### src/design/dss_pkg.sv
// Constants, register map and state type for the debug scan and system access block
//
// Summary of operation
// - Data chain has 33 cells: 32 two-way data bus cells plus one two-way break cell.
// - Status bit 4 tells whether debug was entered from the compressed 16-bit state.
// - In debug state any mode change is allowed, even from an unprivileged mode.
// - 33 qualified shifts per instruction or word; core state holds across long pauses.
// - System memory is accessed only under the system clock qualifier; break cell controls it.
// - Break cell low runs at debug speed; set it on the preceding instruction for system speed.
// - On resume the block switches to system qualifier, runs the access, then re-enters debug.
// - Without a bus grant the clock may stall indefinitely; the access stays pending.
// - Transfer type and indicator are readable in the status register.
// - After a system-speed access the first capture loads the break cell high.
// - In debug, store data appears on the data bus where the chain captures it.
// - Chain order from serial in: data bits 0 to 31, then the break cell.
// - Chain shifts one bit per clock with the shift qualifier high, holds otherwise.
// - With the resume instruction current, debug state ends on entering run-test/idle.
// - First capture after entry loads break cell low for breakpoint, high for watchpoint.
package dss_pkg;
  localparam int DSS_DATA_W = 32;
  localparam int DSS_CHAIN_LEN = 33;
  localparam int DSS_BREAK_CELL = 32;
  localparam int DSS_REG_ADDR_W = 4;
  localparam int DSS_ADDR_W = 32;

  localparam logic [DSS_REG_ADDR_W-1:0] DSS_REG_CTRL = 4'h0;
  localparam logic [DSS_REG_ADDR_W-1:0] DSS_REG_STAT = 4'h4;

  localparam int DSS_CTRL_FORCE_IND = 0;
  localparam int DSS_CTRL_HALT_REQ = 1;

  localparam int DSS_STAT_IND = 0;
  localparam int DSS_STAT_BREAK = 1;
  localparam int DSS_STAT_HTRANS_LSB = 2;
  localparam int DSS_STAT_COMPRESSED = 4;
  localparam int DSS_STAT_SYS_PEND = 5;
  localparam int DSS_STAT_CAUSE = 6;

  localparam logic [1:0] DSS_HTRANS_IDLE = 2'h0;
  localparam logic [1:0] DSS_HTRANS_NONSEQ = 2'h2;
  localparam logic [1:0] DSS_HTRANS_PARKED = 2'h3;

  localparam logic DSS_CAUSE_BKPT = 1'b0;
  localparam logic DSS_CAUSE_WPT = 1'b1;

  typedef enum logic [2:0] {
    DSS_RUN,
    DSS_DEBUG,
    DSS_SYS_SYNC,
    DSS_SYS_ADDR,
    DSS_SYS_DATA
  } dss_state_e;
endpackage

### src/design/dss_sync2.sv
// Two-flop synchroniser for a level from outside the clock domain
`timescale 1ns/1ps
`default_nettype none
module dss_sync2 (
  input wire logic i_clk,
  input wire logic i_arst_n,
  input wire logic i_async,
  output logic o_sync
);
  logic meta_ff;
  logic sync_ff;

  always_ff @(posedge i_clk or negedge i_arst_n) begin
    if (!i_arst_n) begin
      meta_ff <= 1'b0;
      sync_ff <= 1'b0;
    end else begin
      meta_ff <= i_async;
      sync_ff <= meta_ff;
    end
  end

  assign o_sync = sync_ff;
endmodule
`default_nettype wire

### src/design/dss_scan_chain.sv
// Capture, shift and update scan chain with a parallel hold register
`timescale 1ns/1ps
`default_nettype none
module dss_scan_chain #(
  parameter int WIDTH = 33
) (
  input wire logic i_clk,
  input wire logic i_arst_n,
  input wire logic i_capture,
  input wire logic i_shift,
  input wire logic i_update,
  input wire logic i_serial_in,
  input wire logic [WIDTH-1:0] i_par_in,
  output logic o_serial_out,
  output logic [WIDTH-1:0] o_par_out
);
  logic [WIDTH-1:0] shift_ff;
  logic [WIDTH-1:0] hold_ff;
  logic [WIDTH-1:0] shift_src;

  // Cell 0 sits next to serial in, the top cell drives serial out
  genvar g;
  generate
    for (g = 0; g < WIDTH; g++) begin : g_cell
      if (g == 0) begin : g_first
        assign shift_src[g] = i_serial_in;
      end else begin : g_rest
        assign shift_src[g] = shift_ff[g-1];
      end
      always_ff @(posedge i_clk or negedge i_arst_n) begin
        if (!i_arst_n) begin
          shift_ff[g] <= 1'b0;
        end else if (i_capture) begin
          shift_ff[g] <= i_par_in[g];
        end else if (i_shift) begin
          shift_ff[g] <= shift_src[g];
        end
      end
    end
  endgenerate

  always_ff @(posedge i_clk or negedge i_arst_n) begin
    if (!i_arst_n) begin
      hold_ff <= '0;
    end else if (i_update) begin
      hold_ff <= shift_ff;
    end
  end

  assign o_serial_out = shift_ff[WIDTH-1];
  assign o_par_out = hold_ff;
endmodule
`default_nettype wire

### src/design/dss_debug_access.sv
// Debug-state control: data scan chain, debug/system speed stepping and system bus access
`timescale 1ns/1ps
`default_nettype none
module dss_debug_access
  import dss_pkg::*;
#(
  parameter int DATA_W = DSS_DATA_W,
  parameter int ADDR_W = DSS_ADDR_W
) (
  input wire logic i_clk,
  input wire logic i_arst_n,
  // Test port controller, same clock
  input wire logic i_debug_shift_qualifier,
  input wire logic i_debug_serial_in,
  input wire logic i_chain_sel,
  input wire logic i_capture_dr,
  input wire logic i_shift_dr,
  input wire logic i_update_dr,
  input wire logic i_run_idle,
  input wire logic i_resume_sel,
  output logic o_debug_serial_out,
  // Debug entry sources
  input wire logic i_bkpt_hit,
  input wire logic i_wpt_hit,
  input wire logic i_debug_req_pin,
  // Core side
  input wire logic i_core_compressed,
  input wire logic i_core_privileged,
  input wire logic i_core_store_valid,
  input wire logic [DATA_W-1:0] i_core_wdata,
  input wire logic [ADDR_W-1:0] i_core_addr,
  input wire logic i_core_write,
  input wire logic [1:0] i_core_htrans,
  output logic [DATA_W-1:0] o_core_instr,
  output logic o_break_sync_cell,
  output logic o_core_step,
  output logic o_mode_write_ok,
  output logic [DATA_W-1:0] o_core_rdata,
  output logic o_core_rdata_valid,
  output logic o_in_debug_indicator,
  // System bus
  input wire logic i_system_clock_qualifier,
  input wire logic i_hgrant,
  input wire logic i_hready,
  input wire logic [DATA_W-1:0] i_hrdata,
  output logic [1:0] o_htrans,
  output logic [ADDR_W-1:0] o_haddr,
  output logic o_hwrite,
  output logic [DATA_W-1:0] o_hwdata,
  // Register port
  input wire logic [DSS_REG_ADDR_W-1:0] i_reg_addr,
  input wire logic [DATA_W-1:0] i_reg_wdata,
  input wire logic i_reg_wr,
  input wire logic i_reg_rd,
  output logic [DATA_W-1:0] o_reg_rdata
);
  dss_state_e state_ff;
  dss_state_e nxt_state;

  logic req_sync;
  logic run_idle_ff;
  logic run_idle_rise;
  logic resume_go;
  logic dbg_step;
  logic sys_done;
  logic entry_evt;
  logic cap_en;
  logic shift_en;
  logic upd_en;
  logic [DSS_CHAIN_LEN-1:0] chain_par_in;
  logic [DSS_CHAIN_LEN-1:0] chain_par_out;
  logic break_cap;

  logic arm_sys_ff;
  logic sys_loaded_ff;
  logic first_cap_ff;
  logic cause_ff;
  logic compressed_ff;
  logic force_ind_ff;
  logic halt_req_ff;
  logic [DATA_W-1:0] bus_ff;
  logic [DATA_W-1:0] core_rdata_ff;
  logic core_rdata_valid_ff;
  logic core_step_ff;
  logic mode_ok_ff;
  logic ind_ff;
  logic [1:0] htrans_ff;
  logic [ADDR_W-1:0] haddr_ff;
  logic hwrite_ff;
  logic [DATA_W-1:0] hwdata_ff;
  logic [DATA_W-1:0] rdata_ff;
  logic sys_write_ff;
  logic [DATA_W-1:0] sys_wdata_ff;

  // The request pin is asynchronous to the bus clock
  dss_sync2 u_req_sync (
    .i_clk(i_clk),
    .i_arst_n(i_arst_n),
    .i_async(i_debug_req_pin),
    .o_sync(req_sync)
  );

  assign cap_en = i_capture_dr & i_chain_sel & i_debug_shift_qualifier;
  assign shift_en = i_shift_dr & i_chain_sel & i_debug_shift_qualifier;
  assign upd_en = i_update_dr & i_chain_sel & i_debug_shift_qualifier;

  // First capture after entry reports the cause; later ones read back the applied break value
  assign break_cap = first_cap_ff ? cause_ff : chain_par_out[DSS_BREAK_CELL];
  assign chain_par_in = {break_cap, bus_ff};

  dss_scan_chain #(
    .WIDTH(DSS_CHAIN_LEN)
  ) u_chain (
    .i_clk(i_clk),
    .i_arst_n(i_arst_n),
    .i_capture(cap_en),
    .i_shift(shift_en),
    .i_update(upd_en),
    .i_serial_in(i_debug_serial_in),
    .i_par_in(chain_par_in),
    .o_serial_out(o_debug_serial_out),
    .o_par_out(chain_par_out)
  );

  assign run_idle_rise = i_run_idle & ~run_idle_ff;
  assign resume_go = (state_ff == DSS_DEBUG) & i_resume_sel & run_idle_rise;
  // Debug-speed core clock: one per entry to run-test/idle with the data chain selected and resume not current
  assign dbg_step = (state_ff == DSS_DEBUG) & i_chain_sel & run_idle_rise & ~i_resume_sel;
  assign sys_done = (state_ff == DSS_SYS_DATA) & i_system_clock_qualifier & i_hready;
  assign entry_evt = i_bkpt_hit | i_wpt_hit | req_sync | halt_req_ff;

  always_comb begin
    nxt_state = state_ff;
    case (state_ff)
      DSS_RUN: begin
        if (entry_evt) begin
          nxt_state = DSS_DEBUG;
        end
      end
      DSS_DEBUG: begin
        if (resume_go) begin
          nxt_state = sys_loaded_ff ? DSS_SYS_SYNC : DSS_RUN;
        end
      end
      DSS_SYS_SYNC: begin
        // Waits here with no time limit until the arbiter grants the bus
        if (i_system_clock_qualifier && i_hgrant) begin
          nxt_state = DSS_SYS_ADDR;
        end
      end
      DSS_SYS_ADDR: begin
        if (i_system_clock_qualifier && i_hready) begin
          nxt_state = DSS_SYS_DATA;
        end
      end
      DSS_SYS_DATA: begin
        if (sys_done) begin
          nxt_state = DSS_DEBUG;
        end
      end
      default: begin
        nxt_state = DSS_RUN;
      end
    endcase
  end

  always_ff @(posedge i_clk or negedge i_arst_n) begin
    if (!i_arst_n) begin
      state_ff <= DSS_RUN;
    end else begin
      state_ff <= nxt_state;
    end
  end

  always_ff @(posedge i_clk or negedge i_arst_n) begin
    if (!i_arst_n) begin
      run_idle_ff <= 1'b0;
    end else begin
      run_idle_ff <= i_run_idle;
    end
  end

  // Break cell on a stepped instruction arms system speed for the one after it
  always_ff @(posedge i_clk or negedge i_arst_n) begin
    if (!i_arst_n) begin
      arm_sys_ff <= 1'b0;
      sys_loaded_ff <= 1'b0;
    end else if (state_ff != DSS_DEBUG) begin
      arm_sys_ff <= 1'b0;
      sys_loaded_ff <= 1'b0;
    end else if (dbg_step) begin
      arm_sys_ff <= chain_par_out[DSS_BREAK_CELL];
      sys_loaded_ff <= arm_sys_ff;
    end
  end

  // Entry cause and first-capture flag; the set on entry wins over the clear by capture
  always_ff @(posedge i_clk or negedge i_arst_n) begin
    if (!i_arst_n) begin
      first_cap_ff <= 1'b0;
      cause_ff <= DSS_CAUSE_BKPT;
      compressed_ff <= 1'b0;
    end else if (state_ff == DSS_RUN && entry_evt) begin
      first_cap_ff <= 1'b1;
      cause_ff <= i_wpt_hit ? DSS_CAUSE_WPT : DSS_CAUSE_BKPT;
      compressed_ff <= i_core_compressed;
    end else if (sys_done) begin
      first_cap_ff <= 1'b1;
      cause_ff <= 1'b1;
    end else if (cap_en) begin
      first_cap_ff <= 1'b0;
    end
  end

  // Data bus value seen by the chain: store data in debug, read data after a system load
  always_ff @(posedge i_clk or negedge i_arst_n) begin
    if (!i_arst_n) begin
      bus_ff <= '0;
    end else if (sys_done && !sys_write_ff) begin
      bus_ff <= i_hrdata;
    end else if (state_ff == DSS_DEBUG && i_core_store_valid) begin
      bus_ff <= i_core_wdata;
    end
  end

  // Core clocking: free under the system qualifier when running, stepped in debug
  always_ff @(posedge i_clk or negedge i_arst_n) begin
    if (!i_arst_n) begin
      core_step_ff <= 1'b0;
    end else begin
      core_step_ff <= ((state_ff == DSS_RUN) & i_system_clock_qualifier) | dbg_step | sys_done;
    end
  end

  always_ff @(posedge i_clk or negedge i_arst_n) begin
    if (!i_arst_n) begin
      mode_ok_ff <= 1'b0;
    end else begin
      mode_ok_ff <= i_core_privileged | (nxt_state != DSS_RUN);
    end
  end

  // Indicator drops during the system access and in run state; software forcing holds it up only during the access
  always_ff @(posedge i_clk or negedge i_arst_n) begin
    if (!i_arst_n) begin
      ind_ff <= 1'b0;
    end else begin
      ind_ff <= (nxt_state == DSS_DEBUG) | ((nxt_state != DSS_RUN) & force_ind_ff);
    end
  end

  // Parked at all-ones in debug so completion polls see both bits high
  always_ff @(posedge i_clk or negedge i_arst_n) begin
    if (!i_arst_n) begin
      htrans_ff <= DSS_HTRANS_IDLE;
    end else begin
      case (nxt_state)
        DSS_RUN: htrans_ff <= i_core_htrans;
        DSS_DEBUG: htrans_ff <= DSS_HTRANS_PARKED;
        DSS_SYS_SYNC: htrans_ff <= DSS_HTRANS_IDLE;
        DSS_SYS_ADDR: htrans_ff <= DSS_HTRANS_NONSEQ;
        DSS_SYS_DATA: htrans_ff <= DSS_HTRANS_IDLE;
        default: htrans_ff <= DSS_HTRANS_IDLE;
      endcase
    end
  end

  // Only single transfers: a load or store multiple runs as repeated system accesses
  always_ff @(posedge i_clk or negedge i_arst_n) begin
    if (!i_arst_n) begin
      haddr_ff <= '0;
      hwrite_ff <= 1'b0;
      sys_write_ff <= 1'b0;
      sys_wdata_ff <= '0;
    end else if (resume_go && sys_loaded_ff) begin
      haddr_ff <= i_core_addr;
      hwrite_ff <= i_core_write;
      sys_write_ff <= i_core_write;
      sys_wdata_ff <= i_core_wdata;
    end
  end

  always_ff @(posedge i_clk or negedge i_arst_n) begin
    if (!i_arst_n) begin
      hwdata_ff <= '0;
    end else if (state_ff == DSS_SYS_ADDR && nxt_state == DSS_SYS_DATA) begin
      hwdata_ff <= sys_wdata_ff;
    end
  end

  always_ff @(posedge i_clk or negedge i_arst_n) begin
    if (!i_arst_n) begin
      core_rdata_ff <= '0;
      core_rdata_valid_ff <= 1'b0;
    end else begin
      core_rdata_valid_ff <= sys_done & ~sys_write_ff;
      if (sys_done && !sys_write_ff) begin
        core_rdata_ff <= i_hrdata;
      end
    end
  end

  // Control register; a halt request set by software is cleared on debug entry, set wins
  always_ff @(posedge i_clk or negedge i_arst_n) begin
    if (!i_arst_n) begin
      force_ind_ff <= 1'b0;
      halt_req_ff <= 1'b0;
    end else if (i_reg_wr && i_reg_addr == DSS_REG_CTRL) begin
      force_ind_ff <= i_reg_wdata[DSS_CTRL_FORCE_IND];
      halt_req_ff <= i_reg_wdata[DSS_CTRL_HALT_REQ];
    end else if (state_ff == DSS_RUN && entry_evt) begin
      halt_req_ff <= 1'b0;
    end
  end

  always_ff @(posedge i_clk or negedge i_arst_n) begin
    if (!i_arst_n) begin
      rdata_ff <= '0;
    end else if (i_reg_rd) begin
      rdata_ff <= '0;
      case (i_reg_addr)
        DSS_REG_CTRL: begin
          rdata_ff[DSS_CTRL_FORCE_IND] <= force_ind_ff;
          rdata_ff[DSS_CTRL_HALT_REQ] <= halt_req_ff;
        end
        DSS_REG_STAT: begin
          rdata_ff[DSS_STAT_IND] <= ind_ff;
          rdata_ff[DSS_STAT_BREAK] <= chain_par_out[DSS_BREAK_CELL];
          rdata_ff[DSS_STAT_HTRANS_LSB+1:DSS_STAT_HTRANS_LSB] <= htrans_ff;
          rdata_ff[DSS_STAT_COMPRESSED] <= compressed_ff;
          rdata_ff[DSS_STAT_SYS_PEND] <= sys_loaded_ff;
          rdata_ff[DSS_STAT_CAUSE] <= cause_ff;
        end
        default: begin
          rdata_ff <= '0;
        end
      endcase
    end else begin
      rdata_ff <= '0;
    end
  end

  assign o_core_instr = chain_par_out[DATA_W-1:0];
  assign o_break_sync_cell = chain_par_out[DSS_BREAK_CELL];
  assign o_core_step = core_step_ff;
  assign o_mode_write_ok = mode_ok_ff;
  assign o_core_rdata = core_rdata_ff;
  assign o_core_rdata_valid = core_rdata_valid_ff;
  assign o_in_debug_indicator = ind_ff;
  assign o_htrans = htrans_ff;
  assign o_haddr = haddr_ff;
  assign o_hwrite = hwrite_ff;
  assign o_hwdata = hwdata_ff;
  assign o_reg_rdata = rdata_ff;
endmodule
`default_nettype wire

### config.mk
export PLATFORM = sky130hd
export DESIGN_NAME = dss_debug_access
export DESIGN_NICKNAME = d
export VERILOG_FILES = /design/src/design/dss_pkg.sv /design/src/design/dss_sync2.sv /design/src/design/dss_scan_chain.sv /design/src/design/dss_debug_access.sv
export SDC_FILE = /design/constraint.sdc
export NUM_CORES = 1
export LEC_CHECK = 0
export BUFFER_PORTS_ARGS = -buffer_cell sky130_fd_sc_hd__buf_4
export CORE_ASPECT_RATIO = 0.9
export CORE_MARGIN = 4
export CORE_UTILIZATION = 43
export CTS_CLUSTER_DIAMETER = 120
export CTS_CLUSTER_SIZE = 20
export DETAILED_ROUTE_END_ITERATION = 10
export GPL_TIMING_DRIVEN = 0
export PLACE_DENSITY = 0.79
export SKIP_CTS_REPAIR_TIMING = 1
export SYNTH_ARGS = -nofsm -noshare
export SYNTH_HDL_FRONTEND = slang
export SYNTH_SLANG_ARGS = --single-unit
### constraint.sdc
create_clock -name i_clk -period 1.8 [get_ports i_clk]
set_input_delay 0.09 -clock i_clk [delete_from_list [all_inputs] [get_ports i_clk]]
set_output_delay 0.09 -clock i_clk [all_outputs]
set_load 0.03 [all_outputs]
==> flow_summary.ini <==
[run_status]
outcome = complete, but fails checks
violations = setup timing

[timing]
skew_ns = 0.0201
setup_tns_ns = -4.41
period_minus_slack_ns = 1.94
clock.fmax_ghz = 0.516
rsz0062_at_grt = yes
setup_viol = 71
timing_hold_violations_final = 0
slew_viol_final = 0
finalCritPeriodShare_pct = 108
slew_headroom_pct = 36.0
setup_ws_ns = -0.137
worst_pin_slew_ns = 0.955

[yosys]
yosysTopAreaCell = dfrtp_1
synth_top_area_share_pct = 62.1
synthTopCellsByCount = dfrtp_1 (253), mux2_2 (133), o21ai_0 (89), nand2_1 (68), mux2i_1 (67)
ys.flop_type = dfrtp_1
synth_area_um2 = 10200
synth_area_leaders = dfrtp_1 (62%), mux2_2 (15%), mux2i_1 (6.6%), o21ai_0 (4.4%), buf_4 (2.7%)
synth_warnings = 0
ys_ff_latch = 253
synthArstFlopShare_pct = 100
ys_types = 46
avgSynthCellArea_um2 = 13.2
synth_most_common_cell = dfrtp_1
netlist_instances = 772
synth_seq_area_share_pct = 62.1
synth_enable_flop_cells = 0

[grt]
grt_max_degree = 119
grt_overflow = 0
grt_pass1_wl_um = 40600
grt_usage_pct = 19.4
grt_pass1_vias = 7385
grt_antenna_before_repair = 0

[layout]
diodes = 0
fillers = 1700
drive_gt1_share_pct = 43.0
fin_area_um2 = 15100
finalNetCount = 1384
area_growth_pct = 48.4

[cts]
cts_tree = yes
cts_made_buffers = 16
clockBufferDepth = 3
h-tree-depth = 1
clk_pin_slew_ns = 0.08
root_buffer = clkbuf_16
insertion_delay_ns = 0.49
cts.sinks = 253

[floorplan]
core-area_um2 = 23300
die_x_um = 170
die_h_um = 154
num_rows = 53
io_pins = 325
dieArea_um2 = 26200
initial_core_util_pct = 43.7

[detailed_routing]
routed_wirelength_um = 30700
viasPerCell = 5.04
via_count = 7717
ant_nets = 0
wl_per_cell_um = 20.1
drt_first_pass_iters = 5
post-route-drc-count = 0
drt_iter0_drc = 445

[power]
pwr-share-clk_pct = 22.9
peakVddDrop_v = 0.000749
p_sw_share_pct = 31.8
p_comb_share_pct = 28.2
p_leak_nw = 7.71
p_sw_w = 0.00492
internal_power_w = 0.0105
power_frac_seq_pct = 48.9
powerDensity_nw_per_um2 = 1020

[critical_path]
path_class = reg -> reg
crit_arrival_ns = 2.27
required_ns = 2.14
crit_family = simple AND/OR/NAND/NOR gates
cp_cell_sequence = buf_8 > or3b_4 > nor3_4 > buf_12 > buf_2 > o21ai_0
cp_slowest_cell = or3b_4
end_kind = flop
start_kind = flop
worst-path-buf-inv = 3
cp_max_fo = 10
slowest_delay_ns = 0.42

[placement]
gp_congestion = 0.789
post-place-ws_ns = -0.584
hpwl_um = 19700
port_buffers = 269
place_area_um2 = 12700

[hold_path]
hp-class = in -> reg

[flow_run]
drv_cap = 0
[logic make-up (layout without fill, tap and decap cells)]
logic type,count (synthesis),count (layout),share of synthesized area (%)
muxes,200,200,21.3
DFF,253,253,62.1
AOI/OAI and AO/OA,113,113,6.22
and+or+nand+nor,108,108,5.19
other,1,25,0.0368
buffers and inverters,97,529,5.16
[worst min-delay path: stages]
cell      delay, ns
buf_4          0.08
nor3_1         0.05
nand3b_1       0.14
o21ai_0        0.10
[power groups by stage]
stage,registers (W),logic (W),clock network [W]
final,0.00756,0.00436,0.00354
after global routing,0.00768,0.00467,0.00388
after CTS,0.00753,0.00394,0.00365
after detailed placement,0.00764,0.00394,0
after global placement,0.00759,0.00382,0
after floorplan,0.00830,0.00154,0
[registers in the layout, indices dropped and copies added, names as in the netlist, 2 cells and up]
register	count
sys_wdata_ff	32
u_chain.o_par_out	33
o_haddr	32
state_ff	3
o_htrans	2
u_chain.shift_ff	32
o_core_rdata	32
o_hwdata	32
o_reg_rdata	7
bus_ff	32
[routing by layer]
metal / up-vias / part of all wire [%] / wire length (um) / GRT usage [%]
li1: 3503 / - / - / -
met1: 3891 / 41 / 12600 / 26.6
met2: 285 / 51 / 15500 / 31.7
met3: 38 / 6.6 / 2040 / 4.55
met4: 0 / 1.8 / 561 / 4.49
met5: - / 0 / 0 / 0
[per-stage QoR]
step | instances | utilization [%] | power (W) | hold WS, ns
2_1_floorplan | 796 | - | 0.00984 | -0.206
3_3_place_gp | 1367 | 54.3 | 0.0114 | 0.201
3_5_place_dp | 1369 | 54.6 | 0.0116 | 0.0519
4_1_cts | 1387 | 56.4 | 0.0151 | -0.480
5_1_grt | 1530 | 64.8 | 0.0162 | 0.0273
6_report | 1530 | 64.8 | 0.0155 | 0.0139
[final timing paths]
check	cells past startpoint	end	slack, ns	startpoint
max in group asynchronous	4	o_haddr[28]$_DFFE_PN0P_	0.37	i_arst_n
setup / recovery	6	o_core_rdata[2]$_DFFE_PN0P_	-0.14	state_ff[0]$_DFF_PN0_
hold reg to reg	0	u_req_sync.o_sync$_DFF_PN0_	0.35	u_req_sync.meta_ff$_DFF_PN0_
setup reg to reg	6	o_core_rdata[2]$_DFFE_PN0P_	-0.14	state_ff[0]$_DFF_PN0_
min in group asynchronous	2	o_hwdata[18]$_DFFE_PN0P_	0.11	i_arst_n
hold / removal	4	halt_req_ff$_DFFE_PN0P_	0.01	i_reg_addr[0]
[cell usage in the layout, fill, tap and decap left out, types with 3 or more instances in the layout]
cell type / count
mux2_4: 51
conb_1: 25
nand3_1: 3
buf_4: 309
buf_2: 8
buf_8: 4
nor2_1: 5
and2_1: 6
a21oi_1: 4
mux2_2: 82
o21ai_1: 24
buf_12: 13
o21ai_0: 72
dlygate4sd3_1: 117
clkbuf_16: 23
clkbuf_4: 3
nand2_1: 63
dfrtp_1: 251
clkbuf_1: 10
buf_6: 5
mux2i_1: 67
inv_1: 33
nand2_2: 5
[layout make-up]
type,count,area (um2),share of cell area (%)
multi-input combinational,446,3670,24.3
buffer,63,567,3.75
tap,302,378,2.50
timing repair buffer,414,3610,23.8
clock inverter,1,8.76,0.0579
clock buffer,17,425,2.81
sequential,253,6330,41.9
inverter,34,128,0.844
(Power assumes the default switching activity.)
